`src/sfpx_cfg.svh`:
```
`ifndef SFPX_CFG_SVH
`define SFPX_CFG_SVH

// register byte offsets
`define SFPX_OFF_CTRLSTAT 8'h00
`define SFPX_OFF_PFLAGS 8'h04
`define SFPX_OFF_IRQ_STS 8'h08
`define SFPX_OFF_IRQ_MSK 8'h0C
`define SFPX_OFF_TRAP_INFO 8'h10

// control/status field layout
`define SFPX_FLAG_LSB 0
`define SFPX_FLAG_MSB 5
`define SFPX_MASK_LSB 7
`define SFPX_MASK_MSB 12

// exception bit positions inside a six-bit group
`define SFPX_EXC_INVALID 0
`define SFPX_EXC_DENORM 1
`define SFPX_EXC_DIVZERO 2
`define SFPX_EXC_OVERFLOW 3
`define SFPX_EXC_UNDERFLOW 4
`define SFPX_EXC_INEXACT 5
`define SFPX_PRE_SET 6'h07
`define SFPX_POST_SET 6'h38

// processor flags register: interrupt enable bit
`define SFPX_PF_IF_BIT 9
`define SFPX_PF_IF_RST 1'h0

// trap info layout
`define SFPX_TI_CAUSE_LSB 0
`define SFPX_TI_CAUSE_MSB 5
`define SFPX_TI_FAULT_BIT 6
`define SFPX_TI_VEC_LSB 8
`define SFPX_TI_VEC_MSB 15

// interrupt status bits
`define SFPX_IRQ_MASKED 0
`define SFPX_IRQ_TRAP 1

// reset values and constants
`define SFPX_MASK_RST 6'h3F
`define SFPX_FLAG_RST 6'h00
`define SFPX_IRQ_MSK_RST 2'h0
`define SFPX_TRAP_VECTOR 8'h13
`define SFPX_LANES 4
`define SFPX_NEXC 6

`endif

```
`src/sfpx_pkg.sv`:
```
package sfpx_pkg;
	typedef logic [5:0] sfpx_exc_t;
	typedef logic [31:0] sfpx_word_t;

	typedef enum logic [1:0] {
		SFPX_RES_NONE = 2'h0,
		SFPX_RES_COMMIT = 2'h1,
		SFPX_RES_SUPPRESS = 2'h2
	} sfpx_res_e;

	typedef struct packed {
		sfpx_exc_t flags_q;
		sfpx_exc_t masks_q;
		logic if_q;
		logic [1:0] irq_sts_q;
		logic [1:0] irq_msk_q;
		sfpx_exc_t cause_q;
		logic fault_q;
		logic trap_q;
		sfpx_res_e res_q;
		logic if_clr_q;
		logic irq_q;
		sfpx_word_t rdata_q;
	} sfpx_state_s;
endpackage

```
`src/sfpx_comb_if.sv`:
```
`timescale 1ns/1ps
interface sfpx_comb_if;
	logic [3:0][5:0] lane_exc;
	logic [3:0] lane_en;
	logic packed_op;
	logic [5:0] any_exc;
	logic [5:0] pre_exc;
	logic [5:0] post_exc;

	modport src (output lane_exc, lane_en, packed_op, input any_exc, pre_exc, post_exc);
	modport comb (input lane_exc, lane_en, packed_op, output any_exc, pre_exc, post_exc);
endinterface

```
`src/sfpx_lane_or.sv`:
```
`timescale 1ns/1ps
`include "sfpx_cfg.svh"
// merges per-lane exception reports into one flag set and splits it by class
module sfpx_lane_or (
	sfpx_comb_if.comb c
);
	// packed ops OR every enabled lane; scalar ops look at lane 0 only
	always_comb begin
		c.any_exc = `SFPX_FLAG_RST;
		for (int i = 0; i < `SFPX_LANES; i++) begin
			if (c.lane_en[i] && (c.packed_op || i == 0)) begin
				c.any_exc = c.any_exc | c.lane_exc[i];
			end
		end
	end

	// faults are seen before computing, traps after
	assign c.pre_exc = c.any_exc & `SFPX_PRE_SET;
	assign c.post_exc = c.any_exc & `SFPX_POST_SET;
endmodule

```
`src/sfpx_exc_unit.sv`:
```
// Function
// - masked exception: default result, sticky flag set, no trap
// - one flag per exception type shared by all lanes
// - packed flags are the OR of every enabled lane's flags
// - unmasked exception traps through vector 19
// - an old sticky flag never traps; only new unmasked conditions
// - trap is precise, at the faulting instruction, never deferred
// - ops may overlap other work with no sync step
// - entry through an interrupt gate clears the interrupt enable flag
// - invalid, divzero, denormal are faults; overflow, underflow, inexact traps
// - unmasked post-computation trap supplies no rounded result
//
// Chosen here: the strobed register port and the register addresses.
`timescale 1ns/1ps
`include "sfpx_cfg.svh"
module sfpx_exc_unit (
	input wire logic i_clk_sys,
	input wire logic i_srst,
	input wire logic i_op_valid,
	input wire logic i_op_packed,
	input wire logic [3:0] i_lane_en,
	input wire logic [3:0][5:0] i_lane_exc,
	input wire logic i_gate_is_intr,
	input wire logic [7:0] i_addr,
	input wire logic [31:0] i_wdata,
	input wire logic i_wr,
	input wire logic i_rd,
	output logic [31:0] o_rdata,
	output logic o_trap,
	output logic [7:0] o_trap_vector,
	output logic [5:0] o_trap_cause,
	output logic o_trap_fault,
	output logic o_res_commit,
	output logic o_res_suppress,
	output logic o_if_clear,
	output logic o_irq
);
	sfpx_pkg::sfpx_state_s s_q;
	sfpx_pkg::sfpx_state_s s_d;
	sfpx_comb_if comb_if ();

	logic op_take;
	logic [5:0] raised;
	logic [5:0] unmasked;
	logic [5:0] pre_unmasked;
	logic take_trap;
	logic masked_event;
	logic [1:0] irq_set;

	// address decode shared by read and write paths
	function automatic logic sel(input logic [7:0] addr, input logic [7:0] off);
		sel = (addr == off);
	endfunction

	// write-one-to-clear with set winning over a same-cycle clear
	function automatic logic [1:0] w1c(input logic [1:0] cur, input logic [1:0] clr,
		input logic [1:0] set);
		w1c = (cur & ~clr) | set;
	endfunction

	// control/status word as software sees it
	function automatic sfpx_pkg::sfpx_word_t cs_word(input logic [5:0] flags,
		input logic [5:0] masks);
		cs_word = 32'h0000_0000;
		cs_word[`SFPX_FLAG_MSB:`SFPX_FLAG_LSB] = flags;
		cs_word[`SFPX_MASK_MSB:`SFPX_MASK_LSB] = masks;
	endfunction

	assign comb_if.lane_exc = i_lane_exc;
	assign comb_if.lane_en = i_lane_en;
	assign comb_if.packed_op = i_op_packed;

	sfpx_lane_or u_lane_or (
		.c(comb_if.comb)
	);

	// an op in the cycle the trap is presented belongs to a younger
	// instruction that the core flushes, so it is dropped here
	assign op_take = i_op_valid && !s_q.trap_q;

	// a pre-computation fault that is unmasked stops the op before the
	// arithmetic runs, so post-computation conditions are never seen
	assign pre_unmasked = comb_if.pre_exc & ~s_q.masks_q;
	always_comb begin
		if (pre_unmasked != `SFPX_FLAG_RST) begin
			raised = comb_if.pre_exc;
		end else begin
			raised = comb_if.any_exc;
		end
	end

	// only conditions raised by this op are compared with the mask; the
	// sticky flags take no part, so stale flags never trap
	assign unmasked = raised & ~s_q.masks_q;
	assign take_trap = op_take && (unmasked != `SFPX_FLAG_RST);
	assign masked_event = op_take && !take_trap && (raised != `SFPX_FLAG_RST);

	always_comb begin
		irq_set = 2'h0;
		irq_set[`SFPX_IRQ_MASKED] = masked_event;
		irq_set[`SFPX_IRQ_TRAP] = take_trap;
	end

	// next state
	always_comb begin
		s_d = s_q;
		s_d.trap_q = 1'h0;
		s_d.if_clr_q = 1'h0;
		s_d.res_q = sfpx_pkg::SFPX_RES_NONE;
		s_d.rdata_q = 32'h0000_0000;

		// software writes; hardware sets are merged afterwards so they win
		if (i_wr) begin
			if (sel(i_addr, `SFPX_OFF_CTRLSTAT)) begin
				s_d.flags_q = i_wdata[`SFPX_FLAG_MSB:`SFPX_FLAG_LSB];
				s_d.masks_q = i_wdata[`SFPX_MASK_MSB:`SFPX_MASK_LSB];
			end
			if (sel(i_addr, `SFPX_OFF_PFLAGS)) begin
				s_d.if_q = i_wdata[`SFPX_PF_IF_BIT];
			end
			if (sel(i_addr, `SFPX_OFF_IRQ_MSK)) begin
				s_d.irq_msk_q = i_wdata[1:0];
			end
		end

		// interrupt status: events set, write of one clears, set wins
		if (i_wr && sel(i_addr, `SFPX_OFF_IRQ_STS)) begin
			s_d.irq_sts_q = w1c(s_q.irq_sts_q, i_wdata[1:0], irq_set);
		end else begin
			s_d.irq_sts_q = w1c(s_q.irq_sts_q, 2'h0, irq_set);
		end

		// one sticky flag per type, lane identity is lost on purpose
		if (op_take) begin
			s_d.flags_q = s_d.flags_q | raised;
		end

		// masked-only op: default result commits quietly
		if (masked_event || (op_take && raised == `SFPX_FLAG_RST)) begin
			s_d.res_q = sfpx_pkg::SFPX_RES_COMMIT;
		end

		// unmasked: trap at this very instruction, nothing is written back
		if (take_trap) begin
			s_d.trap_q = 1'h1;
			s_d.res_q = sfpx_pkg::SFPX_RES_SUPPRESS;
			s_d.cause_q = unmasked;
			s_d.fault_q = (pre_unmasked != `SFPX_FLAG_RST);
			if (i_gate_is_intr) begin
				s_d.if_q = 1'h0;
				s_d.if_clr_q = 1'h1;
			end
		end

		s_d.irq_q = ((s_d.irq_sts_q & s_d.irq_msk_q) != 2'h0);

		// read data stands in the cycle after the strobe; unmapped reads zero
		if (i_rd) begin
			if (sel(i_addr, `SFPX_OFF_CTRLSTAT)) begin
				s_d.rdata_q = cs_word(s_q.flags_q, s_q.masks_q);
			end
			if (sel(i_addr, `SFPX_OFF_PFLAGS)) begin
				s_d.rdata_q[`SFPX_PF_IF_BIT] = s_q.if_q;
			end
			if (sel(i_addr, `SFPX_OFF_IRQ_STS)) begin
				s_d.rdata_q[1:0] = s_q.irq_sts_q;
			end
			if (sel(i_addr, `SFPX_OFF_IRQ_MSK)) begin
				s_d.rdata_q[1:0] = s_q.irq_msk_q;
			end
			if (sel(i_addr, `SFPX_OFF_TRAP_INFO)) begin
				s_d.rdata_q[`SFPX_TI_CAUSE_MSB:`SFPX_TI_CAUSE_LSB] = s_q.cause_q;
				s_d.rdata_q[`SFPX_TI_FAULT_BIT] = s_q.fault_q;
				s_d.rdata_q[`SFPX_TI_VEC_MSB:`SFPX_TI_VEC_LSB] = `SFPX_TRAP_VECTOR;
			end
		end
	end

	// state register; all exceptions start masked so nothing traps before
	// software has its handler installed
	always_ff @(posedge i_clk_sys) begin
		if (i_srst) begin
			s_q.flags_q <= `SFPX_FLAG_RST;
			s_q.masks_q <= `SFPX_MASK_RST;
			s_q.if_q <= `SFPX_PF_IF_RST;
			s_q.irq_sts_q <= 2'h0;
			s_q.irq_msk_q <= `SFPX_IRQ_MSK_RST;
			s_q.cause_q <= `SFPX_FLAG_RST;
			s_q.fault_q <= 1'h0;
			s_q.trap_q <= 1'h0;
			s_q.res_q <= sfpx_pkg::SFPX_RES_NONE;
			s_q.if_clr_q <= 1'h0;
			s_q.irq_q <= 1'h0;
			s_q.rdata_q <= 32'h0000_0000;
		end else begin
			s_q <= s_d;
		end
	end

	// outputs straight from state; the vector register loads 0x00 in reset, then the fixed constant
	always_ff @(posedge i_clk_sys) begin
		if (i_srst) begin
			o_trap_vector <= 8'h00;
		end else begin
			o_trap_vector <= `SFPX_TRAP_VECTOR;
		end
	end

	// no sync stage on op inputs: same-clock pipeline, overlap is free
	assign o_rdata = s_q.rdata_q;
	assign o_trap = s_q.trap_q;
	assign o_trap_cause = s_q.cause_q;
	assign o_trap_fault = s_q.fault_q;
	assign o_res_commit = (s_q.res_q == sfpx_pkg::SFPX_RES_COMMIT);
	assign o_res_suppress = (s_q.res_q == sfpx_pkg::SFPX_RES_SUPPRESS);
	assign o_if_clear = s_q.if_clr_q;
	assign o_irq = s_q.irq_q;
endmodule

```
`config.mk`:
```
export PLATFORM = sky130hd
export DESIGN_NAME = sfpx_exc_unit
export DESIGN_NICKNAME = d
export VERILOG_FILES = /design/src/sfpx_pkg.sv /design/src/sfpx_comb_if.sv /design/src/sfpx_lane_or.sv /design/src/sfpx_exc_unit.sv
export VERILOG_INCLUDE_DIRS = /design/src
export SDC_FILE = /design/constraint.sdc
export NUM_CORES = 1
export LEC_CHECK = 0
export BUFFER_PORTS_ARGS = -buffer_cell sky130_fd_sc_hd__buf_2
export CORE_MARGIN = 4
export CORE_UTILIZATION = 40
export DETAILED_ROUTE_END_ITERATION = 7
export PLACE_DENSITY = 0.81
export SKIP_CTS_REPAIR_TIMING = 1
export SLEW_MARGIN = 30
export SYNTH_ARGS = -nofsm -noshare
export SYNTH_HDL_FRONTEND = slang
export SYNTH_SLANG_ARGS = --single-unit
```
`constraint.sdc`:
```
create_clock -name i_clk_sys -period 2.1 [get_ports i_clk_sys]
set_input_delay 0.525 -clock i_clk_sys [delete_from_list [all_inputs] [get_ports i_clk_sys]]
set_output_delay 0.525 -clock i_clk_sys [all_outputs]
set_load 0.02 [all_outputs]
```
==> qor.csv, run 1 <==
stage;metric;value;unit
global_routing;grt_max_degree;19;
finish;area_growth;19.2;%
critical_path;worstSetupPathType;input port to flop;
placed_design;gp_congestion;0.853;
global_routing;grtUsageMet2;25.4;%
timing;worst_slew_pin_slew;555;ps
power;clkPwrFrac;31.0;%
critical_path;crit_arrival;2090;ps
finish;diodes;0;
placed_design;dp_hpwl;4.54;mm
clock_network;clk-insertion-delay-late;290;ps
hold_path;hold_depth;2;
yosys;synthFlopType;dfxtp_1;
hold_path;min_path_type;input port to flop;
timing;clock.fmax;0.517;GHz
routing;vias;2076;
yosys;synth_seq_cells;42;
power;pwr-share-seq;53.9;%
timing;finalSetupTns;0;ps
hold_path;hold_start;i_gate_is_intr;
placed_design;portBuffers;82;
power;power_frac_comb;15.1;%
clock_network;cts_root_buf;clkbuf_8;
routing;vias_per_cell;5.00;
routing;wirelength;5.57;mm
routing;drc;0;
power;p_per_area;560;nW/um2
timing;rsz0062_at_grt;no;
timing;skew;5.83;ps
critical_path;end_kind;flop;
critical_path;critPathMaxStageDelay;590;ps
critical_path;r2r-end;o_irq$_SDFF_PP0_;
global_routing;grt.busiest_layer;met2;
critical_path;cp_max_fo;5;
timing;setup-violations-final;0;
finish;final_common_cell;buf_2;
routing;wl_per_cell;13.4;um
critical_path;rr_startpoint;s_q[49]$_SDFFE_PP1P_;
floorplan;placement_rows;27;
power;netSwitchingPower;0.407;mW
power;power;1.52;mW
yosys;yosys_warnings;0;
hold_path;hold_end;s_q[48]$_SDFF_PP0_;
power;p_leak;1.28;nW
timing;period_share;92.1;%
yosys;ys_seq_area_share;37.0;%
finish;drive_gt1_share;35.0;%
global_routing;overflow;0;
critical_path;start_kind;input port;
global_routing;grtUsageTotal;15.8;%
global_routing;antenna_found_initial;0;
floorplan;die_x;83.4;um
critical_path;reg2reg_depth;4;
clock_network;clk_pin_slew;70;ps
floorplan;dieArea;6960;um2
critical_path;crit_path_top_delay_cell;or4_4;
routing;drtIter0Drc;154;
global_routing;use_met3;4.56;%
clock_network;clk_path_buf_depth;2;
yosys;synth_edf_count;0;
finish;final_cell_mix;buf_2 (82), nand2_1 (50), dfxtp_1 (42), conb_1 (24), buf_4 (18);
critical_path;required;2260;ps
clock_network;cts-htree-levels;2;
timing;drv_slew;0;
timing;relSlewSlack;62.8;%
yosys;ys_async_sr_fraction;0;%
clock_network;numCtsBuffers;5;
floorplan;coreArea;5510;um2
global_routing;grt_pass1_wl;9.03;mm
timing;hold_viol_final;0;
yosys;netlist_instances;266;
finish;utilization;49.2;%
floorplan;die_h;83.4;um
run;cap_viol_max_count;0;
yosys;ys_types;44;
finish;nNetsFinal;418;
critical_path;path_cells;buf_2, or4_4, nor4_4, a31oi_1, o31ai_1, o32ai_1;
status;outcome;complete, no violations;
critical_path;cp.buffers_inverters;1;
clock_network;cts_tree;built;
timing;finalCriticalPeriod;1930;ps
yosys;syn_avg_cell_area;8.55;um2
floorplan;start_util;41.3;%
critical_path;critPathTopFamily;simple AND/OR/NAND/NOR gates;
power;power.internal;1.11;mW
finish;num-fill-cells;529;
global_routing;grt_pass1_vias;1949;
yosys;syn_area;2270;um2
power;ir_drop;341;uV
global_routing;use_met1;19.9;%
clock_network;clock_sinks;42;
power;switching_share;26.8;%
floorplan;ios;127;
critical_path;reg2reg_setup_slack;570;ps
routing;antenna_left;0;
routing;drt_first_pass_iters;5;
[logic make-up after synthesis]
logic type / synth area share, %
other: 0.165
buffers and inverters: 17.9
AOI/OAI and AO/OA: 21.3
muxes: 1.82
and+or+nand+nor: 21.8
DFF: 37.0
[worst max path at each step]
stage	from	end	depth (start not counted)
final	i_addr[6]	o_irq$_SDFF_PP0_	6
after global routing	i_addr[6]	o_irq$_SDFF_PP0_	6
after CTS	i_addr[6]	o_irq$_SDFF_PP0_	6
after detailed placement	i_addr[6]	o_irq$_SDFF_PP0_	6
after global placement	i_addr[6]	o_irq$_SDFF_PP0_	6
after floorplan	i_addr[6]	o_rdata[2]$_SDFF_PP0_	5
[layout make-up]
type / count / area [um2] / share of cell area, %
clock buffers: 5 / 68.8 / 2.54
multi-input cells: 187 / 1110 / 41.1
well taps: 72 / 90.1 / 3.32
repair buffers: 101 / 566 / 20.9
inverters: 6 / 22.5 / 0.831
flip-flops and latches: 42 / 841 / 31.0
clock inverters: 2 / 10.0 / 0.369
[synth_stat cells (2+ instances only)]
library cell	count	area [um2]
o31ai_1	2	15.0
inv_1	5	18.8
a22oi_1	8	60.1
nor2_1	7	26.3
a21o_1	3	22.5
o21ai_1	3	15.0
nor4_2	3	37.5
dfxtp_1	42	841
a222oi_1	2	20.0
clkbuf_1	5	18.8
o21ai_0	2	10.0
and2_1	5	31.3
nand3_1	11	55.1
o32ai_1	3	26.3
buf_4	46	345
nor2b_1	3	18.8
a21oi_1	13	65.1
mux2i_1	3	30.0
o211ai_1	5	37.5
and3_1	2	12.5
a22o_1	4	35.0
a31oi_1	10	62.6
nand2_1	50	188
a311oi_1	3	26.3
a221oi_1	4	35.0
nand2b_1	2	12.5
nor4_4	3	63.8
[stage by stage]
step | setup WS (ps) | hold slack (ps) | std cells | instance area, um2
final | 166 | 431 | 415 | 2710
after global routing | 96.0 | 421 | 415 | 2710
after CTS | 166 | 421 | 415 | 2710
after detailed placement | -100 | 447 | 408 | 2630
after global placement | -63.8 | 439 | 408 | 2630
after floorplan | 41.3 | 430 | 289 | 2360
[power by group through the flow]
stage | logic [mW] | clock network, mW | registers, mW
final | 0.230 | 0.472 | 0.818
after global routing | 0.253 | 0.523 | 0.819
after CTS | 0.228 | 0.486 | 0.818
after detailed placement | 0.227 | 0 | 0.837
after global placement | 0.222 | 0 | 0.836
after floorplan | 0.166 | 0 | 0.836
[routing by layer]
layer | vias up | wire length [um]
li1 | 1037 | -
met1 | 926 | 2410
met2 | 104 | 2470
met3 | 9 | 586
met4 | 0 | 107
met5 | - | 0
[registers in the layout, summed over array words and instances (netlist names)]
signal,count
s_q,18
o_if_clear,1
o_trap,1
o_trap_vector,1
o_trap_cause,6
o_irq,1
o_trap_fault,1
o_rdata,13
No activity file was read; power rests on OpenSTA's default activity.
==> inputs of run 2 (changes only) <==
--- a/config.mk
+++ b/config.mk
@@ -10,6 +10,7 @@
 export CORE_MARGIN = 4
 export CORE_UTILIZATION = 40
 export DETAILED_ROUTE_END_ITERATION = 7
+export MAX_ROUTING_LAYER = met4
 export PLACE_DENSITY = 0.81
 export SKIP_CTS_REPAIR_TIMING = 1
 export SLEW_MARGIN = 30
==> qor.csv, run 2 (same netlist as run 1, synthesis figures left out) <==
stage;metric;value;unit
status;outcome;complete, no violations;
clock_network;clk_pin_slew;70;ps
finish;nNetsFinal;418;
timing;setup-violations-final;0;
routing;wl_met1;2.43;mm
power;clkPwrFrac;31.0;%
timing;worst_slew_pin_slew;558;ps
placed_design;portBuffers;82;
routing;vias;2081;
run;cap_viol_max_count;0;
routing;antenna_left;0;
finish;diodes;0;
routing;drc;0;
floorplan;die_h;83.4;um
timing;relSlewSlack;62.6;%
global_routing;grt_max_degree;19;
hold_path;min_path_type;input port to flop;
finish;num-fill-cells;529;
timing;drv_slew;0;
clock_network;cts_tree;built;
routing;drtIter0Drc;156;
global_routing;antenna_found_initial;0;
finish;layout.cells.non_filler;415;
power;switching_share;26.8;%
clock_network;clk_path_buf_depth;2;
floorplan;dieArea;6960;um2
routing;highest_layer;met4;
finish;largest_reg_flops;18;
power;pwr-share-seq;53.9;%
routing;drt_first_pass_iters;5;
routing;met2_length;2.52;mm
floorplan;die_x;83.4;um
floorplan;placement_rows;27;
critical_path;crit_arrival;2090;ps
placed_design;dp_hpwl;4.54;mm
placed_design;post-place-cells;408;
floorplan;ios;127;
clock_network;numCtsBuffers;5;
power;power.internal;1.11;mW
clock_network;cts_root_buf;clkbuf_8;
finish;area_growth;19.2;%
critical_path;worstSetupPathType;input port to flop;
placed_design;post_dp_cell_area;2630;um2
routing;wl_per_cell;13.4;um
finish;utilization;49.2;%
routing;wirelength;5.57;mm
timing;finalCriticalPeriod;1930;ps
critical_path;reg2reg_depth;4;
power;p_leak;1.28;nW
critical_path;required;2260;ps
timing;skew;6.53;ps
routing;dr_wl_met3;527;um
finish;stdcell_area;2710;um2
power;netSwitchingPower;0.407;mW
global_routing;grtUsageTotal;16.3;%
finish;drive_gt1_share;35.0;%
power;ir_drop;341;uV
finish;final_common_cell;buf_2;
finish;final_cell_mix;buf_2 (82), nand2_1 (50), dfxtp_1 (42), conb_1 (24), buf_4 (18);
clock_network;clock_sinks;42;
critical_path;cp_max_fo;5;
timing;period_share;92.0;%
routing;vias_per_cell;5.01;
placed_design;gp_congestion;0.867;
clock_network;clk-insertion-delay-late;290;ps
power;p_per_area;560;nW/um2
global_routing;grt_pass1_wl;9.04;mm
global_routing;overflow;0;
timing;hold_viol_final;0;
clock_network;cts-htree-levels;2;
timing;clock.fmax;0.518;GHz
power;power_frac_comb;15.1;%
global_routing;grt_pass1_vias;1946;
floorplan;coreArea;5510;um2
timing;rsz0062_at_grt;no;
critical_path;start_kind;input port;
hold_path;hold_depth;2;
finish;regMostFlops;s_q;
floorplan;start_util;41.3;%
critical_path;end_kind;flop;
run 2: cell counts in the layout (fill, tap and decap cells not counted):
Identical to the previous run, type by type.
run 2: metrics by stage:
stage	total power [mW]	TNS, ps	hold slack (ps)	setup slack (ps)
floorplan	1.00	0	430	41.3
global placement	1.06	-303	439	-63.8
detailed placement	1.06	-345	447	-100
CTS	1.53	0	421	166
global route	1.59	0	421	96.0
finish	1.52	0	430	169
run 2: path summary, 6_finish.rpt:
kind                            slack, ps                endpoint            startpoint
worst max register to register        570        o_irq$_SDFF_PP0_  s_q[49]$_SDFFE_PP1P_
worst max-delay path                  170        o_irq$_SDFF_PP0_             i_addr[6]
worst min-delay path                  430      s_q[48]$_SDFF_PP0_        i_gate_is_intr
worst min register to register        460  o_rdata[10]$_SDFF_PP0_  s_q[52]$_SDFFE_PP1P_
run 2: area by class of cell:
cell class | instances | area [um2] | area share [%]
Multi-Input combinational cell | 187 | 1110 | 41.1
Tap cell | 72 | 90.1 | 3.32
Timing Repair Buffer | 101 | 566 | 20.9
Clock inverter | 2 | 10.0 | 0.369
Clock buffer | 5 | 68.8 | 2.54
Inverter | 6 | 22.5 | 0.831
Sequential cell | 42 | 841 | 31.0
run 2: power groups by stage:
stage | clock [mW] | sequential [mW] | combinational [mW]
after detailed placement | 0 | 0.837 | 0.227
after CTS | 0.486 | 0.818 | 0.228
after global placement | 0 | 0.836 | 0.222
after global routing | 0.523 | 0.819 | 0.253
final | 0.472 | 0.818 | 0.229
after floorplan | 0 | 0.836 | 0.166
run 2: per-layer routing:
layer,vias to the layer above,GRT usage [%]
met5,-,-
met4,0,6.43
li1,1038,-
met1,930,20.3
met2,104,25.4
met3,9,3.97
run 2: worst max-delay path, cell delays in order:
cell	delay [ps]
buf_2	100
or4_4	590
nor4_4	300
a31oi_1	190
o31ai_1	270
o32ai_1	110
